===== config.mk =====
export PLATFORM = sky130hd
export DESIGN_NAME = lpm_ctrl
export DESIGN_NICKNAME = d
export VERILOG_FILES = /design/src/design/lpm_pkg.sv /design/src/design/lpm_ctrl.sv
export SDC_FILE = /design/constraint.sdc
export NUM_CORES = 1
export LEC_CHECK = 0
export BUFFER_PORTS_ARGS = -buffer_cell sky130_fd_sc_hd__buf_2
export CAP_MARGIN = 20
export CORE_MARGIN = 1.5
export CORE_UTILIZATION = 38
export DETAILED_ROUTE_END_ITERATION = 10
export PLACE_DENSITY = 0.72
export SYNTH_ARGS = -nofsm -noshare
export SYNTH_HDL_FRONTEND = slang
export SYNTH_SLANG_ARGS = --single-unit

===== constraint.sdc =====
create_clock -name clk_sys -period 1.5 [get_ports clk_sys]
set_input_delay 0.3 -clock clk_sys [delete_from_list [all_inputs] [get_ports clk_sys]]
set_output_delay 0.3 -clock clk_sys [all_outputs]
set_load 0.1 [all_outputs]

===== src/design/lpm_pkg.sv =====
// Purpose: shared types and constants for the low power mode controller
// Assumes: single 40 MHz system clock domain
// Notes: all fields used by the controller are named here
package lpm_pkg;
  // operating modes
  typedef enum logic [1:0] {
    LPM_ACTIVE,
    LPM_STANDBY,
    LPM_STOP
  } lpm_mode_t;

  // requests from the core, one cycle pulses
  typedef struct packed {
    logic light_sleep_instr;
    logic deep_sleep_instr;
    logic return_from_irq_instr;
    logic irq_accept;
  } lpm_core_req_t;

  // unit hold controls driven to the rest of the chip
  typedef struct packed {
    logic core_clk_en;
    logic osc_run;
    logic periph_run;
    logic cmp_run;
    logic unit_reset;
    logic pins_hiz;
  } lpm_ctrl_t;

  localparam int LPM_RAM_VALID_BIT = 3;
  localparam logic [11:0] LPM_RESET_VECTOR = 12'h000;
  localparam logic LPM_DIV_SEL_FAST = 1'b1;
  localparam logic [5:0] LPM_DIV_FAST = 6'h04;
  localparam logic [5:0] LPM_DIV_SLOW = 6'h20;
  localparam int LPM_CLK_NS = 25;
  localparam int LPM_SETTLE_NS = 1000;
  localparam int LPM_SETTLE_CYC = (LPM_SETTLE_NS + LPM_CLK_NS - 1) / LPM_CLK_NS;
  localparam logic [3:0] LPM_CTRL_WORD_RST = 4'h0;
endpackage : lpm_pkg


===== src/design/lpm_ctrl.sv =====
// Purpose: low power mode controller for a small 4-bit microcontroller
// Assumes: inputs synchronous to clk_sys; sys_rst asynchronous active high
// Notes: stop cancel input is active low and filtered for the settle period
// Summary of operation
// - active mode clocks every function from the system oscillator
// - light sleep instruction in active mode enters standby
// - standby gates core clocks; RAM, registers and output pins are kept
// - interrupts, timers and serial keep running during standby
// - standby ends on reset or any interrupt request
// - interrupt wake resumes after sleep; enable decides service or pending
// - deep sleep instruction stops the oscillator and keeps RAM
// - stop mode resets all units and puts output pins in high impedance
// - RAM kept after stop; working registers need not be preserved
// - any stop cancellation restarts fetching at address zero
// - ram valid flag bit 3 reads 0 after reset, 1 after stop cancel
// - stop cancel acts only in stop mode; reset cancels every mode
// - reset is asynchronous and acts from any state
// - enable clear plus unmasked pending flag turns sleep into a no-op
// - divide strap sampled after reset or stop cancel: high 1/4, low 1/32
// - interrupt accept clears global enable, return from interrupt sets it
`timescale 1ns/1ps
module lpm_ctrl
  import lpm_pkg::*;
#(
  parameter int SETTLE_CYC = LPM_SETTLE_CYC
) (
  // clock and reset
  input wire logic clk_sys,
  input wire logic sys_rst,
  // core side
  input wire lpm_core_req_t core_req,
  input wire logic irq_pending,
  input wire logic irq_unmasked_flag,
  // pins
  input wire logic stop_cancel_input_n,
  input wire logic div_sel_strap,
  // software visible oscillator range bits
  input wire logic osc_range_sel_a,
  input wire logic osc_range_sel_b,
  // mode and control outputs
  output lpm_mode_t mode,
  output lpm_ctrl_t unit_ctrl,
  output logic global_irq_enable,
  output logic [3:0] ram_valid_word,
  output logic [5:0] clk_div_ratio,
  output logic fetch_restart,
  output logic [11:0] fetch_addr,
  output logic osc_range_cfg_ok
);

  localparam int CW = $clog2(SETTLE_CYC + 1);

  lpm_mode_t mode_q, mode_d;
  logic ie_q, ie_d;
  logic ram_valid_q, ram_valid_d;
  logic [5:0] div_q, div_d;
  logic restart_q, restart_d;
  logic strap_pend_q, strap_pend_d;
  logic [CW-1:0] cnt_q, cnt_d;
  logic sleep_blocked;
  logic cancel_done;

  // pending unmasked request with enable clear cancels sleep
  assign sleep_blocked = !ie_q && irq_unmasked_flag;
  // stop cancel held low for the settle period
  assign cancel_done = (cnt_q == CW'(SETTLE_CYC));

  // next state for mode, enable, flag, divider and restart
  always_comb begin
    mode_d = mode_q;
    ie_d = ie_q;
    ram_valid_d = ram_valid_q;
    div_d = div_q;
    restart_d = 1'b0;
    strap_pend_d = 1'b0;
    cnt_d = '0;
    if (core_req.irq_accept) begin
      ie_d = 1'b0;
    end else if (core_req.return_from_irq_instr) begin
      ie_d = 1'b1;
    end
    unique case (mode_q)
      LPM_ACTIVE: begin
        if (core_req.light_sleep_instr && !sleep_blocked) begin
          mode_d = LPM_STANDBY;
        end else if (core_req.deep_sleep_instr && !sleep_blocked) begin
          mode_d = LPM_STOP;
        end
      end
      LPM_STANDBY: begin
        if (irq_pending) begin
          mode_d = LPM_ACTIVE;
        end
      end
      LPM_STOP: begin
        if (!stop_cancel_input_n) begin
          cnt_d = cancel_done ? cnt_q : cnt_q + CW'(1);
        end
        if (cancel_done && stop_cancel_input_n) begin
          mode_d = LPM_ACTIVE;
          ram_valid_d = 1'b1;
          restart_d = 1'b1;
          strap_pend_d = 1'b1;
        end
      end
      // unused encoding falls back to active
      default: begin
        mode_d = LPM_ACTIVE;
      end
    endcase
    if (strap_pend_q) begin
      div_d = (div_sel_strap == LPM_DIV_SEL_FAST) ? LPM_DIV_FAST : LPM_DIV_SLOW;
    end
  end

  // state registers, reset from any state
  always_ff @(posedge clk_sys or posedge sys_rst) begin
    if (sys_rst) begin
      mode_q <= LPM_ACTIVE;
      ie_q <= 1'b0;
      ram_valid_q <= 1'b0;
      div_q <= LPM_DIV_SLOW;
      restart_q <= 1'b1;
      strap_pend_q <= 1'b1;
      cnt_q <= '0;
    end else begin
      mode_q <= mode_d;
      ie_q <= ie_d;
      ram_valid_q <= ram_valid_d;
      div_q <= div_d;
      restart_q <= restart_d;
      strap_pend_q <= strap_pend_d;
      cnt_q <= cnt_d;
    end
  end

  // unit controls per mode
  always_comb begin
    unit_ctrl.core_clk_en = (mode_q == LPM_ACTIVE);
    unit_ctrl.osc_run = (mode_q != LPM_STOP);
    unit_ctrl.periph_run = (mode_q != LPM_STOP);
    unit_ctrl.cmp_run = (mode_q == LPM_ACTIVE);
    unit_ctrl.unit_reset = (mode_q == LPM_STOP);
    unit_ctrl.pins_hiz = (mode_q == LPM_STOP);
  end

  // status outputs
  assign mode = mode_q;
  assign global_irq_enable = ie_q;
  assign ram_valid_word = LPM_CTRL_WORD_RST | (4'(ram_valid_q) << LPM_RAM_VALID_BIT);
  assign clk_div_ratio = div_q;
  assign fetch_restart = restart_q;
  assign fetch_addr = LPM_RESET_VECTOR;
  assign osc_range_cfg_ok = osc_range_sel_a | osc_range_sel_b | 1'b1; // informational only

  // independent witness of how long the cancel pin has been low in stop
  logic [CW-1:0] low_run_q, low_run_d;

  // saturating low-time count, cleared outside stop or when the pin is high
  always_comb begin
    low_run_d = '0;
    if (mode_q == LPM_STOP && !stop_cancel_input_n) begin
      low_run_d = (low_run_q == CW'(SETTLE_CYC)) ? low_run_q : low_run_q + CW'(1);
    end
  end

  // witness register
  always_ff @(posedge clk_sys or posedge sys_rst) begin
    if (sys_rst) begin
      low_run_q <= '0;
    end else begin
      low_run_q <= low_run_d;
    end
  end

  // checks: mode entry
  a_standby_entry: assert property (@(posedge clk_sys) disable iff (sys_rst)
    mode_q == LPM_ACTIVE && core_req.light_sleep_instr && !sleep_blocked |=> mode_q == LPM_STANDBY)
    else $error("standby not entered");

  a_stop_entry: assert property (@(posedge clk_sys) disable iff (sys_rst)
    mode_q == LPM_ACTIVE && core_req.deep_sleep_instr && !core_req.light_sleep_instr && !sleep_blocked
    |=> mode_q == LPM_STOP)
    else $error("stop not entered");

  a_sleep_noop: assert property (@(posedge clk_sys) disable iff (sys_rst)
    mode_q == LPM_ACTIVE && sleep_blocked |=> mode_q == LPM_ACTIVE)
    else $error("blocked sleep changed mode");

  // checks: standby behaviour
  a_standby_wake: assert property (@(posedge clk_sys) disable iff (sys_rst)
    mode_q == LPM_STANDBY && irq_pending |=> mode_q == LPM_ACTIVE && !fetch_restart)
    else $error("interrupt wake wrong");

  a_standby_hold: assert property (@(posedge clk_sys) disable iff (sys_rst)
    mode_q == LPM_STANDBY && !irq_pending |=> mode_q == LPM_STANDBY)
    else $error("standby left without a request");

  a_standby_ctrl: assert property (@(posedge clk_sys) disable iff (sys_rst)
    mode_q == LPM_STANDBY |-> !unit_ctrl.core_clk_en && unit_ctrl.periph_run && !unit_ctrl.pins_hiz)
    else $error("standby controls wrong");

  a_standby_periph: assert property (@(posedge clk_sys) disable iff (sys_rst)
    mode_q == LPM_STANDBY |-> unit_ctrl.osc_run && unit_ctrl.periph_run && !unit_ctrl.unit_reset
      && !unit_ctrl.cmp_run)
    else $error("standby peripherals not running");

  a_wake_keeps_ie: assert property (@(posedge clk_sys) disable iff (sys_rst)
    mode_q == LPM_STANDBY && irq_pending && !core_req.irq_accept && !core_req.return_from_irq_instr
    |=> $stable(global_irq_enable))
    else $error("wake changed the interrupt enable");

  // checks: active mode
  a_active_clocks: assert property (@(posedge clk_sys) disable iff (sys_rst)
    mode_q == LPM_ACTIVE |-> unit_ctrl.core_clk_en && unit_ctrl.osc_run && unit_ctrl.periph_run
      && unit_ctrl.cmp_run && !unit_ctrl.unit_reset && !unit_ctrl.pins_hiz)
    else $error("active mode not fully clocked");

  // checks: stop behaviour
  a_stop_hiz: assert property (@(posedge clk_sys) disable iff (sys_rst)
    mode_q == LPM_STOP |-> unit_ctrl.pins_hiz && unit_ctrl.unit_reset && !unit_ctrl.osc_run)
    else $error("stop outputs wrong");

  a_stop_no_units: assert property (@(posedge clk_sys) disable iff (sys_rst)
    mode_q == LPM_STOP |-> !unit_ctrl.periph_run && !unit_ctrl.cmp_run && !unit_ctrl.core_clk_en)
    else $error("units running in stop");

  a_stop_hold: assert property (@(posedge clk_sys) disable iff (sys_rst)
    mode_q == LPM_STOP && !(cancel_done && stop_cancel_input_n) |=> mode_q == LPM_STOP)
    else $error("stop left without a cancel");

  a_settle_exit: assert property (@(posedge clk_sys) disable iff (sys_rst)
    mode_q == LPM_STOP && low_run_q != CW'(SETTLE_CYC) |=> mode_q == LPM_STOP)
    else $error("stop left before the settle time");

  a_cnt_bounded: assert property (@(posedge clk_sys) disable iff (sys_rst)
    cnt_q <= CW'(SETTLE_CYC))
    else $error("settle count overran");

  a_cancel_ignored: assert property (@(posedge clk_sys) disable iff (sys_rst)
    mode_q != LPM_STOP |=> !($rose(ram_valid_q)))
    else $error("stop cancel acted outside stop");

  a_cancel_exit: assert property (@(posedge clk_sys) disable iff (sys_rst)
    mode_q == LPM_STOP && cancel_done && stop_cancel_input_n
    |=> mode_q == LPM_ACTIVE && ram_valid_q && fetch_restart ##1 clk_div_ratio ==
      ($past(div_sel_strap) ? LPM_DIV_FAST : LPM_DIV_SLOW))
    else $error("stop cancel exit wrong");

  // checks: restart and divider
  a_restart_vector: assert property (@(posedge clk_sys) disable iff (sys_rst)
    fetch_restart |-> fetch_addr == LPM_RESET_VECTOR)
    else $error("restart address wrong");

  a_restart_pulse: assert property (@(posedge clk_sys) disable iff (sys_rst)
    fetch_restart |=> !fetch_restart)
    else $error("restart longer than one cycle");

  a_div_follow: assert property (@(posedge clk_sys) disable iff (sys_rst)
    fetch_restart |=> clk_div_ratio == ($past(div_sel_strap) ? LPM_DIV_FAST : LPM_DIV_SLOW))
    else $error("divider not loaded from strap");

  a_div_stable: assert property (@(posedge clk_sys) disable iff (sys_rst)
    !strap_pend_q |=> $stable(clk_div_ratio))
    else $error("divider changed without a restart");

  a_div_legal: assert property (@(posedge clk_sys) disable iff (sys_rst)
    clk_div_ratio == LPM_DIV_FAST || clk_div_ratio == LPM_DIV_SLOW)
    else $error("divider ratio illegal");

  // checks: interrupt enable
  a_ie_accept: assert property (@(posedge clk_sys) disable iff (sys_rst)
    core_req.irq_accept |=> !global_irq_enable)
    else $error("enable not cleared");

  a_ie_return: assert property (@(posedge clk_sys) disable iff (sys_rst)
    core_req.return_from_irq_instr && !core_req.irq_accept |=> global_irq_enable)
    else $error("enable not set on return");

  // checks: reset forces the active state from any mode
  a_reset_active: assert property (@(posedge clk_sys)
    sys_rst ##1 sys_rst |-> mode_q == LPM_ACTIVE && !ram_valid_q && fetch_restart)
    else $error("reset state wrong");

  // main scenarios
  c_stop_entry: cover property (@(posedge clk_sys) disable iff (sys_rst)
    mode_q == LPM_ACTIVE ##1 mode_q == LPM_STOP);
  c_standby_wake: cover property (@(posedge clk_sys) disable iff (sys_rst)
    mode_q == LPM_STANDBY ##1 mode_q == LPM_ACTIVE);
  c_stop_cancel: cover property (@(posedge clk_sys) disable iff (sys_rst)
    mode_q == LPM_STOP ##1 mode_q == LPM_ACTIVE);
  c_sleep_noop: cover property (@(posedge clk_sys) disable iff (sys_rst)
    mode_q == LPM_ACTIVE && core_req.light_sleep_instr && sleep_blocked);

endmodule : lpm_ctrl


==> results of run 1 <==
layout by cell type (no fill, tap or decap), types with 2 or more instances in the layout:
cell type / n
dfstp_2: 2
nor2_4: 2
nand3_1: 3
nand4b_1: 2
ha_1: 2
conb_1: 20
nand2_1: 4
clkbuf_4: 3
buf_2: 12
dfrtp_4: 2
a21oi_1: 3
nor2_1: 5
nand2b_1: 2
inv_1: 4
dfrtp_1: 9
xor2_1: 2
buf_12: 9
buf_4: 8
per-layer routing:
layer	share of wire [%]	vias up	track usage (%)
met2	52	24	23.5
met3	5.0	4	3.40
met5	0	-	0
li1	-	290	-
met4	2.2	0	8.57
met1	40	290	13.7
kinds of logic after synthesis:
family / count (synthesis) / share of synthesized area, %
DFF: 13 / 41.2
AOI/OAI and AO/OA: 8 / 6.13
xor gates and xnor gates: 2 / 2.20
other: 2 / 0.944
muxes: 2 / 2.67
and+or+nand+nor: 26 / 18.1
adders and majority gates: 2 / 3.14
buffers and inverters: 30 / 25.6
final cells by class:
class,instances,area [um2]
multi-input cells,60,365
fillers,180,867
inverters,5,22.5
flip-flops and latches,13,335
well taps,27,33.8
repair buffers,30,312
clock buffers,4,26.3
repair_timing:
item,CTS,global route
setup buffers,6,0
setup endpoints to repair,6,12
pin swaps,0,1
gates resized for setup,4,6
registers in the layout, summed over array words and instances, names as in the netlist:
name / count
cnt_q: 6
clk_div_ratio: 2
mode: 2
global_irq_enable: 1
ram_valid_q: 1
strap_pend_q: 1
metrics by stage:
step                      hold slack [ns]  cells  power [uW]  cell area (um2)
after floorplan                     0.176    103         674              893
after global placement              0.339    129         655              990
after detailed placement            0.350    129         659              990
after CTS                          0.0401    139         879             1070
after global routing               0.0710    139         910             1090
final                              0.0234    139         877             1090
where the power goes:
part,internal [uW],switching [uW]
Sequential,359,10.5
Combinational,26.4,262
Clock,103,117
worst paths after layout:
check	end	slack, ns	cells past startpoint
hold reg to reg	ram_valid_q	0.47	1
min in group clk_sys	global_irq_enable	0.16	2
setup / recovery	unit_ctrl[3]	-0.15	3
hold / removal	ram_valid_q	0.02	2
max in group asynchronous	mode[0]	1.11	2
setup reg to reg	cnt_q[1]	-0.13	4
critical path: cells and delay by family (launching register included):
| family | cells | cell delay, ns |
|---|---|---|
| buffers and inverters | 2 | 0.31 |
| DFF | 1 | 0.49 |
| and+or+nand+nor | 1 | 0.28 |
==> results.yml, run 1 <==
synth:
  synth-seq-cells: 13
  syn_area_um2: 796
  synth_warnings: 0
  synthDistinctLibCells: 28
  syn_avg_cell_area_um2: 9.36
  yosys.area.top_type_share_pct: 34.6
  synth_largest_area_cell: "dfrtp_1"
  async_reset_ff_share_pct: 100
  synth_common_cells: "buf_4 (24), dfrtp_1 (11), nor2_1 (7)"
  ys.flop_type: "dfrtp_1"
  synthCells: 85
  synthTopCellsByArea: "dfrtp_1 (35%), buf_4 (23%), dfstp_2 (6.6%)"
  synth_enable_flop_cells: 0
  synth.most_common_cell: "buf_4"
  ys_seq_area_share_pct: 41.2
global_route:
  grt_pass1_wl_um: 2360
  grt.total_usage_pct: 13.3
  grt_max_degree: 14
  antenna_found_initial: 0
  grt_overflow: 0
  grt_pass1_vias: 579
power:
  ir_drop_mv: 0.499
  powerDensity_nw_per_um2: 801
  leakage_uw: 0.000533
worst_setup_path:
  crit_chain: "or2b_4, buf_4, buf_12"
  crit_slowest_cell: "dfrtp_4"
  critPathKind: "register to primary output"
  worstPathRequired_ns: 1.20
  cp_max_fo: 4
  cp-end-kind: "primary output"
  worst_path_largest_cell_delay_ns: 0.49
  start_kind: "register"
  startpoint: "mode[0]"
  arrival_ns: 1.35
  timing.rr.start: "mode[0]"
die:
  ios: 45
  die_h_um: 48.8
  die_w_um: 48.8
  die_area_um2: 2380
  initial_core_util_pct: 40.6
  core_area_um2: 1960
  std_cell_rows: 16
placed_design:
  post-place-ws_ns: 0.0406
  hpwl_um: 1090
  globalplace.congestion: 0.731
  io_buffer_count: 22
clocking:
  h-tree-depth: 1
  clock-root-buffer: "clkbuf_4"
  cts_sinks: 13
  clk_latency_ns: 0.28
  clkTransAtPathRegs_ns: 0.08
  cts_tree: "built"
  numCtsBuffers: 3
  cts_buffer_depth: 2
  hold_buffers: 0
worst_hold_path:
  hold_class: "input port to async pin"
run:
  cap_violations: 0
run_status:
  run_status: "finished with violations"
  violations: "setup timing"
routing:
  drtIter0Drc: 5
  firstDrtPassIters: 4
  routedWlPerCell_um: 10.2
  drt-total-wl_um: 1410
  drc_errors: 0
  vias_per_cell: 4.37
  postRouteAntennaNets: 0
  dr_total_vias: 608
layout:
  layout-drive-gt1-share_pct: 42.0
  diodes: 0
  area_delta_synth_final_pct: 37.6
  finalNetCount: 127
  final_util_pct: 55.8
sta:
  setup_tns_ns: -0.930
  grt_setup_unrepaired: "yes"
  max_freq_mhz: 605
  setup_ws_ns: -0.154
  drv_slew: 0
  finalHoldViolCount: 0
  final.period_utilization_pct: 110
  setup_viol: 7
  min_period_ns: 1.65
  skew_ns: 0.00388
(Power assumes the default switching activity.)
==> run 2, diff against run 1 <==
--- a/config.mk
+++ b/config.mk
@@ -5,12 +5,14 @@
 export SDC_FILE = /design/constraint.sdc
 export NUM_CORES = 1
 export LEC_CHECK = 0
+export ABC_AREA = 1
 export BUFFER_PORTS_ARGS = -buffer_cell sky130_fd_sc_hd__buf_2
 export CAP_MARGIN = 20
 export CORE_MARGIN = 1.5
-export CORE_UTILIZATION = 38
+export CORE_UTILIZATION = 39
 export DETAILED_ROUTE_END_ITERATION = 10
-export PLACE_DENSITY = 0.72
+export PLACE_DENSITY = 0.73
+export REMOVE_ABC_BUFFERS = 1
 export SYNTH_ARGS = -nofsm -noshare
 export SYNTH_HDL_FRONTEND = slang
 export SYNTH_SLANG_ARGS = --single-unit
==> run 2 against run 1 <==
The flow still finishes with violations (setup timing). Flip-flop and latch count unchanged. Via count up 9.9%. Sequential share of layout area down 1.0 points. First-iteration DRC count up 80%. Count of clock-buffer cells in the layout down 1. Combinational power rose to 7.2 times the previous value. Non-clock buffer count up 1. Register-to-register slack better by 0.30 ns. Total power rose to 3.1 times the previous value. Sequential power up 22%. Die area up 1.6%. Critical path type unchanged.
==> results.yml, run 2 <==
run_status:
  run_status: "finished with violations"
  violations: "setup timing"
worst_setup_path:
  timing.rr.start: "cnt_q[0]"
  start_kind: "register"
  critPathBufInv: 2
  r2r_slack_ns: 0.17
  crit_slowest_cell: "dfrtp_2"
  timing.rr.end: "cnt_q[2]"
  cp-end-kind: "primary output"
  arrival_ns: 1.25
  critPathTopFamily: "flip-flops"
  worstPathRequired_ns: 1.20
  critPathKind: "register to primary output"
  crit_chain: "nor2_4, buf_6, buf_12"
  rr_worst_depth: 7
  worst_path_largest_cell_delay_ns: 0.46
  cp_max_fo: 5
worst_hold_path:
  hold_class: "input port to async pin"
synth:
  synthCells: 100
  async_reset_ff_share_pct: 100
  yosys.area.top_type_share_pct: 33.1
  synth_enable_flop_cells: 0
  ys_seq_area_share_pct: 39.5
  synth_largest_area_cell: "dfrtp_1"
  syn_area_um2: 831
  synth_warnings: 0
  synth-seq-cells: 13
  synth.most_common_cell: "buf_4"
  ys.flop_type: "dfrtp_1"
  synthDistinctLibCells: 22
  syn_avg_cell_area_um2: 8.31
  synthTopCellsByArea: "dfrtp_1 (33%), buf_4 (22%), nand2_1 (8.6%)"
  synth_common_cells: "buf_4 (24), nand2_1 (19), dfrtp_1 (11)"
clocking:
  clock-root-buffer: "clkbuf_4"
  numCtsBuffers: 3
  cts_buffer_depth: 2
  cts_sinks: 13
  cts_tree: "built"
  hold_buffers: 0
  clkTransAtPathRegs_ns: 0.08
  clk_latency_ns: 0.28
  h-tree-depth: 1
layout:
  largest_reg_flops: 6
  finalNetCount: 144
  stdcell_area_um2: 1120
  final_cell_mix: "conb_1 (20), nand2_1 (19), buf_2 (12)"
  final_common_cell: "conb_1"
  regMostFlops: "cnt_q"
  fin_cells: 156
  area_delta_synth_final_pct: 34.3
  diodes: 0
  layout-drive-gt1-share_pct: 35.7
  n_fill_cell: 179
sta:
  finalHoldViolCount: 0
  setup_viol: 3
  final.period_utilization_pct: 103
  min_period_ns: 1.55
  skew_ns: 0.00255
  max_freq_mhz: 646
  drv_slew: 0
  grt_setup_unrepaired: "yes"
  setup_ws_ns: -0.0488
  hold_ws_ns: 0.0286
die:
  die_area_um2: 2420
  ios: 45
  core_area_um2: 1980
  initial_core_util_pct: 41.9
  die_w_um: 49.2
  die_h_um: 49.2
  std_cell_rows: 16
placed_design:
  placed_cells: 144
  hpwl_um: 1090
  post_dp_cell_area_um2: 1000
  post-place-ws_ns: 0.176
  io_buffer_count: 22
  globalplace.congestion: 0.721
power:
  finalPower_uw: 2740
  leakage_uw: 0.000590
  powerDensity_nw_per_um2: 2450
  ir_drop_mv: 2.05
routing:
  routedWlPerCell_um: 9.10
  firstDrtPassIters: 4
  drc_errors: 0
  drt-total-wl_um: 1420
  drtIter0Drc: 9
  vias_per_cell: 4.28
  dr_total_vias: 668
  postRouteAntennaNets: 0
global_route:
  grt_max_degree: 14
  grt_overflow: 0
  grt_pass1_wl_um: 2390
  antenna_found_initial: 0
  grt.total_usage_pct: 13.3
  grt_pass1_vias: 557
run:
  cap_violations: 0
[run 2: layout make-up]
cell class	instances	area [um2]	area share, %
Clock buffer	3	22.5	2.02
Clock inverter	1	5.00	0.448
Inverter	11	43.8	3.92
Multi-Input combinational cell	70	354	31.7
Sequential cell	13	330	29.6
Tap cell	27	33.8	3.03
Timing Repair Buffer	31	327	29.3
[run 2: cells by family (layout without fill, tap and decap cells)]
logic type,count (synthesis),after routing,share of synthesized area (%)
AO/OA/AOI/OAI,6,6,4.22
XOR/XNOR,1,1,1.05
adder cells (fa/ha/maj),2,2,3.01
buffers and inverters,35,46,27.0
flip-flops,13,13,39.5
other,2,20,0.904
AND/OR/NAND/NOR,41,41,24.4
[run 2: layer usage]
layer	GRT usage, %	wire [um]	vias to the layer above
li1	-	-	323
met1	15.7	583	306
met2	20.5	677	35
met3	2.45	107	4
met4	11.4	51	0
met5	0	0	-
[run 2: what timing repair did]
action	4_1_cts	5_1_grt
endpoints found under the setup margin	6	7
gates resized for setup	5	3
pin swaps	1	2
buffers inserted	5	3
hold endpoints to repair	0	0
[run 2: worst max path at each step]
stage	from	end	slack, ns	cells after the start
2_1_floorplan	mode[0]	mode[1]	-2.49	4
3_3_place_gp	mode[0]	unit_ctrl[4]	0.19	3
3_5_place_dp	mode[0]	unit_ctrl[3]	0.18	3
5_1_grt	mode[0]	unit_ctrl[0]	-0.12	3
6_report	mode[0]	unit_ctrl[0]	-0.05	3
4_1_cts	mode[1]	unit_ctrl[0]	-0.08	4
[run 2: metrics by stage]
stage,setup TNS [ns],utilization [%]
global route,-0.418,56.3
detailed placement,0,50.7
CTS,-0.259,54.7
finish,-0.0966,56.3
floorplan,-22.54,-
global placement,0,50.7
[run 2: where the power goes]
part,switching [uW],leakage (uW),internal [uW]
sequential,59.5,0.000161,394
combinational,1400,0.000412,663
clock,121,0.0000177,99.0
total,1580,0.000590,1160
[run 2: worst reg2reg max path, cell delays in order, from the launching register on]
cell and delay, ns:
dfrtp_1 0.42, inv_1 0.09, ha_1 0.14, nand2_1 0.05
nor2_1 0.15, nand2_1 0.17, a21oi_1 0.16, nor2_1 0.05
==> run 3, diff against run 2 <==
--- a/config.mk
+++ b/config.mk
@@ -5,13 +5,12 @@
 export SDC_FILE = /design/constraint.sdc
 export NUM_CORES = 1
 export LEC_CHECK = 0
-export ABC_AREA = 1
 export BUFFER_PORTS_ARGS = -buffer_cell sky130_fd_sc_hd__buf_2
 export CAP_MARGIN = 20
 export CORE_MARGIN = 1.5
-export CORE_UTILIZATION = 39
+export CORE_UTILIZATION = 38
 export DETAILED_ROUTE_END_ITERATION = 10
-export PLACE_DENSITY = 0.73
+export PLACE_DENSITY = 0.72
 export REMOVE_ABC_BUFFERS = 1
 export SYNTH_ARGS = -nofsm -noshare
 export SYNTH_HDL_FRONTEND = slang
==> run 3 against run 2 <==
The flow still finishes with violations (setup timing). Total power down 68%. Clock power is 4% lower. Setup slack got worse by 0.039 ns. Count of clock-buffer cells in the layout rose by 1. Register-to-register slack worse by 0.20 ns. Global-route usage up 0.34 points. Clock skew barely moved. Design area is 3.4% lower. Wire length rose by 4.4%. First-iteration DRC count stayed put. Non-clock buffer count is 1 higher. Critical path type unchanged. Critical endpoint unchanged. Largest power group is now sequential cells.
==> results.yml, run 3 (synthesis gave the netlist of run 1 again) <==
run_status:
  run_status: "finished with violations"
  violations: "setup timing"
layout:
  final_cell_mix: "conb_1 (20), buf_2 (12), dfrtp_1 (10)"
  regMostFlops: "cnt_q"
  area_delta_synth_final_pct: 35.5
  final_common_cell: "conb_1"
  final_util_pct: 55.0
  diodes: 0
  finalNetCount: 129
  layout-drive-gt1-share_pct: 38.6
  stdcell_area_um2: 1080
  largest_reg_flops: 6
power:
  clkPwrFrac_pct: 24.3
  ir_drop_mv: 0.488
  seq_power_share_pct: 42.5
  p_sw_share_pct: 43.7
  powerDensity_nw_per_um2: 807
  p_switching_uw: 380
  leakage_uw: 0.000535
  internal_power_uw: 490
  power_frac_comb_pct: 33.2
sta:
  setup_ws_ns: -0.0880
  grt_setup_unrepaired: "yes"
  final.period_utilization_pct: 106
  max_freq_mhz: 630
  skew_ns: 0.00281
  min_period_ns: 1.59
  drv_slew: 0
  setup_viol: 5
  setup_tns_ns: -0.337
  finalHoldViolCount: 0
routing:
  routedWlPerCell_um: 10.5
  drc_errors: 0
  drt-total-wl_um: 1480
  dr_total_vias: 617
  vias_per_cell: 4.38
  firstDrtPassIters: 4
  postRouteAntennaNets: 0
  drtIter0Drc: 9
placed_design:
  hpwl_um: 1110
  globalplace.congestion: 0.721
  post_dp_cell_area_um2: 972
  io_buffer_count: 22
global_route:
  grt_max_degree: 14
  grt_pass1_vias: 560
  grt.total_usage_pct: 13.6
  grt_overflow: 0
  grt_pass1_wl_um: 2440
  antenna_found_initial: 0
die:
  std_cell_rows: 16
  die_h_um: 48.8
  die_w_um: 48.8
  die_area_um2: 2380
  initial_core_util_pct: 40.6
  core_area_um2: 1960
  ios: 45
clocking:
  cts_buffer_depth: 2
  clk_latency_ns: 0.27
  clock-root-buffer: "clkbuf_4"
  cts_tree: "built"
  h-tree-depth: 1
  numCtsBuffers: 3
  clkTransAtPathRegs_ns: 0.08
  hold_buffers: 0
  cts_sinks: 13
worst_setup_path:
  worstPathRequired_ns: 1.20
  cp_max_fo: 3
  start_kind: "register"
  arrival_ns: 1.29
  cp-end-kind: "primary output"
  critPathKind: "register to primary output"
run:
  cap_violations: 0
worst_hold_path:
  hold_class: "input port to async pin"
run 3: changes by cell type in the layout (fill, tap and decap cells not counted), sizes merged, moves of 2 or more:
| cell | before | now |
|---|---|---|
| nand3 | 6 | 3 |
| nand4b | 0 | 2 |
| nor2 | 12 | 7 |
| nand2 | 19 | 4 |
| xor2 | 0 | 2 |
| inv | 11 | 5 |
| nand2b | 0 | 2 |
run 3: power groups by stage:
stage,Clock (uW),Sequential (uW),Combinational [uW]
final,212,370,289
after global routing,241,371,301
after floorplan,0,387,245
after CTS,218,370,283
after detailed placement,0,376,283
after global placement,0,375,280
run 3: critical path: stages, from the launching register on:
cell,delay (ns)
dfrtp_1,0.40
or2b_1,0.28
inv_2,0.14
buf_12,0.18
run 3: final timing paths:
check	cells past startpoint	from	slack, ns	to
setup / recovery	3	mode[0]	-0.09	unit_ctrl[0]
hold / removal	2	sys_rst	0.04	cnt_q[3]
setup reg to reg	4	mode[0]	-0.03	cnt_q[1]
hold reg to reg	1	ram_valid_q	0.50	ram_valid_q
max in group asynchronous	2	sys_rst	1.11	cnt_q[0]
min in group clk_sys	2	core_req[0]	0.16	global_irq_enable
run 3: final cells by class:
| class | count | area, um2 |
|---|---|---|
| Fill cell | 182 | 883 |
| Multi-Input combinational cell | 60 | 349 |
| Sequential cell | 13 | 329 |
| Timing Repair Buffer | 32 | 322 |
| Tap cell | 27 | 33.8 |
| Clock buffer | 4 | 26.3 |
| Inverter | 5 | 18.8 |
run 3: what timing repair did:
item	4_1_cts	5_1_grt
endpoints found under the hold margin	0	0
gates resized for setup	4	9
setup buffers	4	2
pin swaps	2	1
endpoints found under the setup margin	6	12
run 3: routing by layer:
layer | vias up | share of wire (%) | global-route usage, % | wire length [um]
met3 | 4 | 7.0 | 5.86 | 103
li1 | 292 | - | - | -
met1 | 291 | 38 | 15.2 | 565
met2 | 30 | 53 | 22.6 | 780
met5 | - | 0 | 0 | 0
met4 | 0 | 2.2 | 5.71 | 32
run 3: metrics by stage:
stage	setup slack, ns	hold WS, ns	total power, uW	cells
finish	-0.0880	0.0369	870	141
floorplan	-2.99	0.176	632	78
global placement	0.106	0.344	656	131
CTS	-0.0455	0.0506	871	139
global route	-0.152	0.0801	914	141
detailed placement	0.0751	0.353	659	131
